### src/logic/pbh_pkg.sv
package pbh_pkg;
  // ****************************************
  // phase-one timing, request and grant constants
  // ****************************************
  localparam int          PHASE_DIV_DEFAULT = 4;     // core cycles per phase-one period
  localparam int          CORE_PERIOD_NS    = 5;
  localparam int          GRANT_SETTLE_NS   = 9;     // grant settles after falling edge
  // longest time rounds down, never below one cycle
  localparam int          GRANT_SETTLE_CYC  = (GRANT_SETTLE_NS / CORE_PERIOD_NS) < 1 ? 1 :
                                              (GRANT_SETTLE_NS / CORE_PERIOD_NS);
  localparam int          REQ_MIN_PHASES    = 2;     // least request low time, phase periods
  localparam logic [1:0]  SYNC_RESET        = 2'h3;  // request idles high
  localparam logic        GRANT_RESET       = 1'b1;  // grant idles high (active low)

  typedef enum logic [2:0] {
    PBH_OWN     = 3'b000,
    PBH_QUIESCE = 3'b001,
    PBH_PARK    = 3'b010,
    PBH_FLOAT   = 3'b011,
    PBH_HELD    = 3'b100,
    PBH_RETURN  = 3'b101
  } pbh_state_t;
endpackage

### src/logic/pbh_phase_gen.sv
`timescale 1ns/10ps
module pbh_phase_gen
  import pbh_pkg::*;
#(
  parameter int DIV = PHASE_DIV_DEFAULT
) (
  input  wire logic core_clk,  // core clock
  input  wire logic rst,       // sync reset, active high
  output logic      fall_en,   // phase-one falling edge pulse
  output logic      rise_en    // phase-one rising edge pulse
);
  localparam int CW = $clog2(DIV);
  logic [CW-1:0] cnt_reg;

  // ****************************************
  // divider
  // ****************************************
  always_ff @(posedge core_clk) begin
    if (rst) begin
      cnt_reg <= '0;
    end else if (cnt_reg == CW'(DIV - 1)) begin
      cnt_reg <= '0;
    end else begin
      cnt_reg <= cnt_reg + CW'(1);
    end
  end

  assign fall_en = (cnt_reg == CW'(DIV - 1));
  assign rise_en = (cnt_reg == CW'(DIV / 2 - 1));
endmodule

### src/logic/pbh_hold_ctrl.sv
`timescale 1ns/10ps
// How it works
// - async request synchronised, sampled at falling edges
// - inhibit set forces exit from hold
// - inhibit set blocks any new hold
// - core bus access stalls while released
// - one write parked pending; second write stalls
// - grant low until one phase after release
// - grant changes only on falling edge
// - strobe driven high, then floated, re-enabled
// - read/write floated and re-enabled on falling edge
// - address floated and re-enabled on falling edge
// - data floated on rising edge
module pbh_hold_ctrl
  import pbh_pkg::*;
#(
  parameter int AW  = 24,
  parameter int DW  = 32,
  parameter int DIV = PHASE_DIV_DEFAULT
) (
  input  wire logic          core_clk,         // core clock
  input  wire logic          rst,              // sync reset, active high
  input  wire logic          release_req_n,    // bus-release request pin, active low
  input  wire logic          release_inhibit,  // inhibit bit from bus control register
  input  wire logic          cpu_req,          // core wants a primary-bus access
  input  wire logic          cpu_we,           // access is a write
  input  wire logic [AW-1:0] cpu_addr,         // access address
  input  wire logic [DW-1:0] cpu_wdata,        // write data
  output logic               cpu_stall,        // core must wait
  output logic               bus_busy,         // core access in flight this cycle
  output logic               release_grant_n,  // release grant pin, active low
  output logic               bus_strobe_o,     // strobe value, active low
  output logic               bus_strobe_oe,    // strobe driven
  output logic               bus_rw_o,         // read/write value, high is read
  output logic               bus_rw_oe,        // read/write driven
  output logic [AW-1:0]      bus_addr_o,       // address value
  output logic               bus_addr_oe,      // address driven
  output logic [DW-1:0]      bus_data_o,       // data value
  output logic               bus_data_oe,      // data driven
  output logic               pending_wr        // a write is parked
);
  logic            fall_en;
  logic            rise_en;
  logic [2:0]      sync_reg;
  logic            req_now;
  logic            held_req_reg;
  pbh_state_t      state_reg;
  logic            pend_reg;
  logic [AW-1:0]   pend_addr_reg;
  logic [DW-1:0]   pend_data_reg;
  logic            released;
  logic            grant_reg;
  logic            strobe_reg;
  logic            strobe_oe_reg;
  logic            ctrl_oe_reg;
  logic            data_oe_reg;
  logic            core_go;
  logic            issue_pend;
  logic [AW-1:0]   addr_reg;
  logic [DW-1:0]   data_reg;
  logic            rw_reg;

  pbh_phase_gen #(
    .DIV     (DIV)
  ) u_phase (
    .core_clk(core_clk),
    .rst     (rst),
    .fall_en (fall_en),
    .rise_en (rise_en)
  );

  // ****************************************
  // request synchroniser
  // ****************************************
  always_ff @(posedge core_clk) begin
    if (rst) begin
      sync_reg <= {1'b1, SYNC_RESET};
    end else begin
      sync_reg <= {sync_reg[1:0], release_req_n};
    end
  end

  // stage 1 and 2 agree before the level counts; late setup costs a phase
  always_ff @(posedge core_clk) begin
    if (rst) begin
      held_req_reg <= 1'b0;
    end else if (sync_reg[1] == sync_reg[2]) begin
      held_req_reg <= ~sync_reg[2];
    end
  end
  assign req_now = held_req_reg;

  // ****************************************
  // hold sequencer, steps on falling edges
  // ****************************************
  always_ff @(posedge core_clk) begin
    if (rst) begin
      state_reg <= PBH_OWN;
    end else if (fall_en) begin
      unique case (state_reg)
        PBH_OWN: begin
          // inhibit refuses new holds; master holds req two phases
          if (req_now && !release_inhibit) begin
            state_reg <= PBH_QUIESCE;
          end
        end
        PBH_QUIESCE: begin
          if (release_inhibit || !req_now) begin
            state_reg <= PBH_OWN;
          end else if (!bus_busy) begin
            state_reg <= PBH_PARK;
          end
        end
        PBH_PARK:   state_reg <= PBH_FLOAT;
        PBH_FLOAT:  state_reg <= PBH_HELD;
        PBH_HELD: begin
          if (!req_now || release_inhibit) begin
            state_reg <= PBH_RETURN;
          end
        end
        PBH_RETURN: state_reg <= PBH_OWN;
        default:    state_reg <= PBH_OWN;
      endcase
    end
  end

  assign released = (state_reg != PBH_OWN) && (state_reg != PBH_QUIESCE);

  // ****************************************
  // core side: stall and pending write
  // ****************************************
  assign core_go    = cpu_req && !released && !pend_reg;
  assign issue_pend = pend_reg && !released;
  assign bus_busy   = core_go || issue_pend;
  // first write while released is parked; read or second write stalls
  assign cpu_stall  = cpu_req && (released || pend_reg) &&
                      !(cpu_we && !pend_reg);
  assign pending_wr = pend_reg;

  always_ff @(posedge core_clk) begin
    if (rst) begin
      pend_reg      <= 1'b0;
      pend_addr_reg <= '0;
      pend_data_reg <= '0;
    end else if (cpu_req && cpu_we && released && !pend_reg) begin
      pend_reg      <= 1'b1;
      pend_addr_reg <= cpu_addr;
      pend_data_reg <= cpu_wdata;
    end else if (issue_pend) begin
      pend_reg      <= 1'b0;
    end
  end

  always_ff @(posedge core_clk) begin
    if (rst) begin
      addr_reg <= '0;
      data_reg <= '0;
      rw_reg   <= 1'b1;
    end else if (issue_pend) begin
      addr_reg <= pend_addr_reg;
      data_reg <= pend_data_reg;
      rw_reg   <= 1'b0;
    end else if (core_go) begin
      addr_reg <= cpu_addr;
      data_reg <= cpu_wdata;
      rw_reg   <= ~cpu_we;
    end
  end

  // ****************************************
  // pin drivers
  // ****************************************
  always_ff @(posedge core_clk) begin
    if (rst) begin
      strobe_reg    <= 1'b1;
      strobe_oe_reg <= 1'b1;
      ctrl_oe_reg   <= 1'b1;
    end else if (fall_en) begin
      unique case (state_reg)
        PBH_PARK: begin
          strobe_reg    <= 1'b1;
          strobe_oe_reg <= 1'b1;
        end
        PBH_FLOAT: begin
          strobe_oe_reg <= 1'b0;
          ctrl_oe_reg   <= 1'b0;
        end
        PBH_RETURN: begin
          strobe_oe_reg <= 1'b1;
          ctrl_oe_reg   <= 1'b1;
        end
        default: strobe_reg <= ~(core_go || issue_pend);
      endcase
    end
  end

  // data lanes switch on the rising edge, not the falling one
  always_ff @(posedge core_clk) begin
    if (rst) begin
      data_oe_reg <= 1'b0;
    end else if (rise_en) begin
      data_oe_reg <= !released && !rw_reg;
    end
  end

  // grant waits for every line to float; drops back at return
  always_ff @(posedge core_clk) begin
    if (rst) begin
      grant_reg <= GRANT_RESET;
    end else if (fall_en) begin
      grant_reg <= !(state_reg == PBH_HELD && req_now && !release_inhibit) &&
                   !(state_reg == PBH_FLOAT);
    end
  end

  assign release_grant_n = grant_reg;
  assign bus_strobe_o    = strobe_reg;
  assign bus_strobe_oe   = strobe_oe_reg;
  assign bus_rw_o        = rw_reg;
  assign bus_rw_oe       = ctrl_oe_reg;
  assign bus_addr_o      = addr_reg;
  assign bus_addr_oe     = ctrl_oe_reg;
  assign bus_data_o      = data_reg;
  assign bus_data_oe     = data_oe_reg;

  // ****************************************
  // checks
  // ****************************************
  property p_grant_on_edge;
    @(posedge core_clk) disable iff (rst)
      $changed(grant_reg) |-> $past(fall_en);
  endproperty
  a_grant_on_edge: assert property (p_grant_on_edge)
    else $error("grant moved off a phase-one falling edge");

  property p_grant_needs_float;
    @(posedge core_clk) disable iff (rst)
      !grant_reg |-> (!strobe_oe_reg && !ctrl_oe_reg && !data_oe_reg);
  endproperty
  a_grant_needs_float: assert property (p_grant_needs_float)
    else $error("grant low while bus still driven");

  property p_no_access_released;
    @(posedge core_clk) disable iff (rst)
      released |=> ($stable(addr_reg) && $stable(rw_reg));
  endproperty
  a_no_access_released: assert property (p_no_access_released)
    else $error("bus access while released");

  property p_second_write_stalls;
    @(posedge core_clk) disable iff (rst)
      (pend_reg && cpu_req && cpu_we && released) |-> cpu_stall;
  endproperty
  a_second_write_stalls: assert property (p_second_write_stalls)
    else $error("second write not stalled");

  property p_inhibit_no_entry;
    @(posedge core_clk) disable iff (rst)
      (state_reg == PBH_OWN && release_inhibit) |=> (state_reg == PBH_OWN);
  endproperty
  a_inhibit_no_entry: assert property (p_inhibit_no_entry)
    else $error("hold entered while inhibited");

  property p_inhibit_exit;
    @(posedge core_clk) disable iff (rst)
      (state_reg == PBH_HELD && release_inhibit && fall_en) |=> (state_reg == PBH_RETURN);
  endproperty
  a_inhibit_exit: assert property (p_inhibit_exit)
    else $error("hold kept while inhibited");

  property p_strobe_high_before_float;
    @(posedge core_clk) disable iff (rst)
      $fell(strobe_oe_reg) |-> $past(strobe_reg);
  endproperty
  a_strobe_high_before_float: assert property (p_strobe_high_before_float)
    else $error("strobe floated while low");

  property p_data_on_rise;
    @(posedge core_clk) disable iff (rst)
      $fell(data_oe_reg) |-> $past(rise_en);
  endproperty
  a_data_on_rise: assert property (p_data_on_rise)
    else $error("data float off rising edge");

  property p_ctrl_on_fall;
    @(posedge core_clk) disable iff (rst)
      $changed(ctrl_oe_reg) |-> $past(fall_en);
  endproperty
  a_ctrl_on_fall: assert property (p_ctrl_on_fall)
    else $error("rw/address enable moved off falling edge");
endmodule

### config.mk
export PLATFORM = sky130hd
export DESIGN_NAME = pbh_hold_ctrl
export DESIGN_NICKNAME = d
export VERILOG_FILES = /design/src/logic/pbh_pkg.sv /design/src/logic/pbh_phase_gen.sv /design/src/logic/pbh_hold_ctrl.sv
export SDC_FILE = /design/constraint.sdc
export NUM_CORES = 1
export LEC_CHECK = 0
export ABC_CLOCK_PERIOD_IN_PS = 2100
export BUFFER_PORTS_ARGS = -buffer_cell sky130_fd_sc_hd__buf_4
export CAP_MARGIN = 40
export CORE_MARGIN = 3
export CORE_UTILIZATION = 45
export DETAILED_ROUTE_END_ITERATION = 8
export PLACE_DENSITY_LB_ADDON = 0.25
export SLEW_MARGIN = 25
export SYNTH_ARGS = -nofsm -noshare
export SYNTH_HDL_FRONTEND = slang
export SYNTH_HIERARCHICAL = 1
export SYNTH_SLANG_ARGS = --single-unit
export TNS_END_PERCENT = 10
### constraint.sdc
create_clock -name core_clk -period 2.1 [get_ports core_clk]
set_clock_uncertainty 0.05 [all_clocks]
set_input_delay 0.42 -clock core_clk [delete_from_list [all_inputs] [get_ports core_clk]]
set_output_delay 0.42 -clock core_clk [all_outputs]
set_load 0.02 [all_outputs]
; Word level (Yosys, flattened, before mapping)
; Cells that the tools add are included.
[totals]
wordCells = 87
ff_bits = 128
input_bits = 62
out_inout_bits = 66
[op_classes]
n_bitwise = 4
n_eq_ne = 12
n_mux = 16
add_sub_neg = 1
reduce_logical = 39
[op_table]
columns = op, n
row1 = $mux 32, 2
row2 = $mux 24, 2
row3 = $logic_and 1x1->1, 15
row4 = $pmux 3 s5, 1
row5 = $mux 3, 4
row6 = $logic_not 1->1, 8
row7 = $reduce_bool 2->1, 4
row8 = $eq 3x2->1 const B, 2
row9 = $eq 3x3->1 const B, 2
row10 = $pmux 1 s2, 3
row11 = $reduce_and 2->1, 3
row12 = $reduce_or 2->1, 3
row13 = $mux 1, 4
row14 = $ne 2x2->1 const B, 2
row15 = $not 1->1, 4
row16 = $reduce_and 4->1, 1
row17 = $eq 3x1->1 const B, 1
row18 = $logic_not 3->1, 1
row19 = $logic_or 1x1->1, 3
row20 = $ne 3x1->1 const B, 1
row21 = $ne 3x3->1 const B, 1
row22 = $reduce_bool 3->1, 1
row23 = $add 2x1->2 const B, 1
row24 = $eq 2x1->1 const B, 1
row25 = other kinds (2), 2

; Depth between registers and ports, before layout
[logic_depth]
word_depth = 9
ltp_mapped = 7
depth_no_buf = 5

; Cells and area by module
; The synthesis kept the hierarchy.
[by_module_without_submodules]
columns = module, cells_per_inst, seq_area_each_um2, area_per_inst_um2, n_inst
row1 = pbh_hold_ctrl, 579, 2522.4, 4870.9, 1
row2 = pbh_phase_gen, 7, 40.0, 78.8, 1

; Least setup slack after synthesis
; Ideal clock, no wire load.
[synth_path]
path_type = register -> output
from = reg pend_reg, in the netlist pending_wr
to = out bus_busy
path_stages_with_launch = 5
path_slack_ps = 572
arrival_ps = 1058
path_buffers = 1
required_ps = 1630
path_cell_list = dfxtp_1 or2_2 nand2_2 inv_2 buf_2
[synth_via]
elab_chain_len = 3
word_cells_on_any_way = 4
cone_classes = reduce/logical: 4
[synth_lines]
columns = item, line_no
row1 = from (decl), pbh_hold_ctrl.sv:48  ; logic pend_reg;
row2 = from (signal assigned), pbh_hold_ctrl.sv:142  ; pend_reg <= 1'b0;
row3 = from (signal assigned), pbh_hold_ctrl.sv:146  ; pend_reg <= 1'b1;
row4 = from (signal assigned), pbh_hold_ctrl.sv:150  ; pend_reg <= 1'b0;
row5 = $logic_not 1->1, pbh_hold_ctrl.sv:132  ; assign core_go = cpu_req && !released && !pend_reg;
row6 = $logic_and 1x1->1, pbh_hold_ctrl.sv:132
row7 = $logic_or 1x1->1 (*), pbh_hold_ctrl.sv:134  ; assign bus_busy = core_go || issue_pend;
row8 = to (decl), pbh_hold_ctrl.sv:30  ; output logic bus_busy,
; Mark *: on every way between the ends. The rest lies on a longest branch, timed or not.

; Final worst setup path
; Ends and elaborated chain as after synthesis.

==> impl.org <==
** Placement
- Routability-driven placement finished with a final weighted congestion of 0.789.
- During placement, the flow inserted port buffers numbering 127.
- Detailed placement ended at an HPWL of 8160 um.
- The placed instances occupy a cell area of 5920 um2.

** Floorplanning
- The die is 111 um tall.
- The die covers 12,300 um2.
- Placeable Area :: 10,500 um2
- Ports :: 128
- Std cell rows :: 37
- Die Span X :: 111 um
- For this configuration, the core starts out at a cell density of 0.471.

** Synth
- Compound-gate portion of the synthesized area :: 0.241
- #FFs+latches synth :: 128
- Combinational family with the most area after synthesis :: compound AO/OA/AOI/OAI gates
- Synthesized area :: 4950 um2
- Yosys mapped the design onto 37 distinct sky130hd cell types.
- Number of synthesized flops with an enable pin :: 0
- Proportion of netlist area held by the largest area contributor :: 0.518
- Avg Synthesized Cell Area :: 8.45 um2
- Leading post-synthesis cells by cell area :: dfxtp_1 52%, nand2_1 13%, a21oi_1 12%, o221ai_1 9.9%, buf_4 1.7%
- Post-synth ARST share :: 0
- Of the total synthesized cell area, the portion taken by AND, OR, NAND and NOR gates is 0.165.
- Of the synthesized area, sequential elements account for 0.518.
- The portion of synthesized area spent on multiplexers is 0.00404.
- The largest total area in the synthesized netlist belongs to dfxtp_1.
- When the netlist entered floorplanning its net count stood at 650.
- For this run, the leading register cell type out of synthesis is dfxtp_1.
- Synthesis produced 586 cells.
- Count of synthesis-stage warnings from yosys :: 6
- Area share of xor/xnor cells in the synthesized design :: 0.00177
- Of the total synthesized cell area, the portion taken by full adders, half adders and majority gates is 0.00506.

** Global route
- Global-route wire length before repair :: 21,500 um
- Via count of the first global-routing pass :: 4,566
- The number of antenna violations at the first check in global routing is 0.
- For this run, the total global-route usage over all layers was measured as 0.209.
- Pin count of the biggest net entering global routing :: 59
- Final global-route overflow total :: 0

** Cells and area
- Fraction of final layout cells sized beyond drive strength 1 :: 0.263
- Count of nets after finishing :: 754
- Antenna cells :: 0
- Area added between synthesis and finish :: 32.2%
- Most common cell after layout, fill and taps aside :: nand2_1
- Most frequent cells in the layout :: 176 x nand2_1, 137 x buf_4, 127 x dfxtp_1
- After routing the design area is 6540 um2.

** CTS
- Post-CTS repair changed the size of 0 cells.
- Counting along the longest clock path gives a buffer depth of 2.
- Clock tree synthesis found a total of 128 sinks.
- Once the clock tree was built, the setup fixing pass inserted 0 buffers.
- TritonCTS Buffers :: 17
- Clock latency on the worst-skew pair :: 0.51 ns
- Count of hold-fix buffers inserted at cts :: 0
- Buffer cell driving the clock tree root :: clkbuf_8
- TritonCTS built the clock tree.
- H-tree depth :: 4
- Clock-pin slew was measured on the worst setup and hold paths at 0.06 ns.

** Pwr
- Leakage power total :: 2.50 nW
- IR analysis of the VDD net gives a maximum drop of 0.000699 V.
- Power density over the cells :: 927 nW/um2

** Worst setup path
- The critical path in this run is classified as flop to output port.
- The number of buffers and inverters on the critical path is 2.
- Slowest stage delay, CP :: 0.36 ns
- STA puts the critical path data arrival time at 1.54 ns.
- Setup slack on the worst flop-to-flop path :: 0.46 ns
- Ordered cell list for the critical path :: or2_2 > nand2_2 > inv_2 > buf_4
- The slowest stage of the critical path is the dfxtp_2 cell.
- STA classifies the critical path endpoint as an output port.
- The worst setup path is launched from a flop.
- Grouping stages by cell kind, the critical path spends the most delay in simple AND/OR/NAND/NOR gates.
- Crit path required time :: 1.63 ns
- Of all nets on the critical path, the largest fanout is 7.

** STA
- In the finished design, the share of the clock period the worst path needs comes to 0.955.
- Total negative setup slack :: 0 ns
- Remaining max-slew budget at the tightest pin :: 0.573
- The final hold violation count is 0.
- For this run, the top clock speed supported by timing is 499 MHz.
- Final setup fails :: 0
- Post-layout minimum cycle time :: 2.01 ns
- Slew Limit Fails :: 0
- Setup repair after global routing left no endpoint under its margin.
- Worst Tran Pin Value :: 0.641 ns

** Route
- Across all layers, the routed design uses 4,617 vias.
- Wire length reported by the detailed router :: 12,900 um
- After detailed routing, the average wire length per cell comes to 15.3 um.
- Post-DR vias/cell :: 5.50
- DRC Markers :: 0
- Post-detailed-route count of antenna-violating nets :: 0
- In this run, the number of DRC markers left after iteration 0 of detailed routing was 282.
- Detailed Routing Iterations Pass 1 :: 5

** Flow run
- Number of maximum-capacitance constraint violations :: 0

** Run status
- Outcome :: completed

** Hold path
- Worst hold path type :: input pin to flop
## path summary, 6_finish.rpt
path                       from                to  depth (start not counted)
setup / recovery     pending_wr          bus_busy                          4
hold / removal    release_req_n       sync_reg[0]                          2
setup reg to reg   state_reg[2]  pend_addr_reg[6]                          5
hold reg to reg     sync_reg[0]       sync_reg[1]                          1
## cells in the mapped netlist (all sizes together), types with 2 or more instances
cell    number
ha           2
nand2      177
nor2b        2
nand3        5
a21oi      115
a221oi       2
mux2i        2
o221ai      56
nor3         6
buf         33
dfxtp      128
inv          7
or2          4
clkbuf      22
nor2         8
o21ai        3
## layout make-up
type,count,area (um2)
Inverter,7,26.3
Fill cell,885,3970
Timing Repair Buffer,140,1090
Clock inverter,14,190
Multi-Input combinational cell,396,2080
Sequential cell,128,2560
Clock buffer,18,428
Tap cell,136,170
## per-stage QoR
stage / total power [W] / instances / setup slack, ns / hold WS (ns) / utilization
finish: 0.00606 / 839 / 0.0949 / 0.0515 / 0.623
global route: 0.00628 / 839 / 0.0383 / 0.0384 / 0.623
CTS: 0.00613 / 839 / 0.0244 / 0.0266 / 0.622
detailed placement: 0.00310 / 807 / 0.344 / 0.346 / 0.564
global placement: 0.00309 / 807 / 0.371 / 0.358 / 0.564
floorplan: 0.00284 / 586 / 0.572 / 0.339 / -
## metal layers
| metal | vias to the layer above | GRT usage | wire length [um] |
|---|---|---|---|
| li1 | 2265 | - | - |
| met1 | 2180 | 0.259 | 5560 |
| met2 | 156 | 0.342 | 6290 |
| met3 | 16 | 0.0595 | 856 |
| met4 | 0 | 0.0878 | 176 |
| met5 | - | 0 | 0 |
## where the power goes
group	switching [W]	internal [W]
registers	0.0000405	0.00250
clock network	0.00106	0.00195
logic	0.000276	0.000230
total	0.00138	0.00469
## cells by family after synthesis
| group | Yosys count |
|---|---|
| AOI/OAI and AO/OA | 187 |
| and+or+nand+nor | 204 |
| buffers and inverters | 62 |
| muxes | 2 |
| adders and majority gates | 2 |
| xor gates and xnor gates | 1 |
| DFF | 128 |
Note: power is estimated with default switching activity, not from simulation.
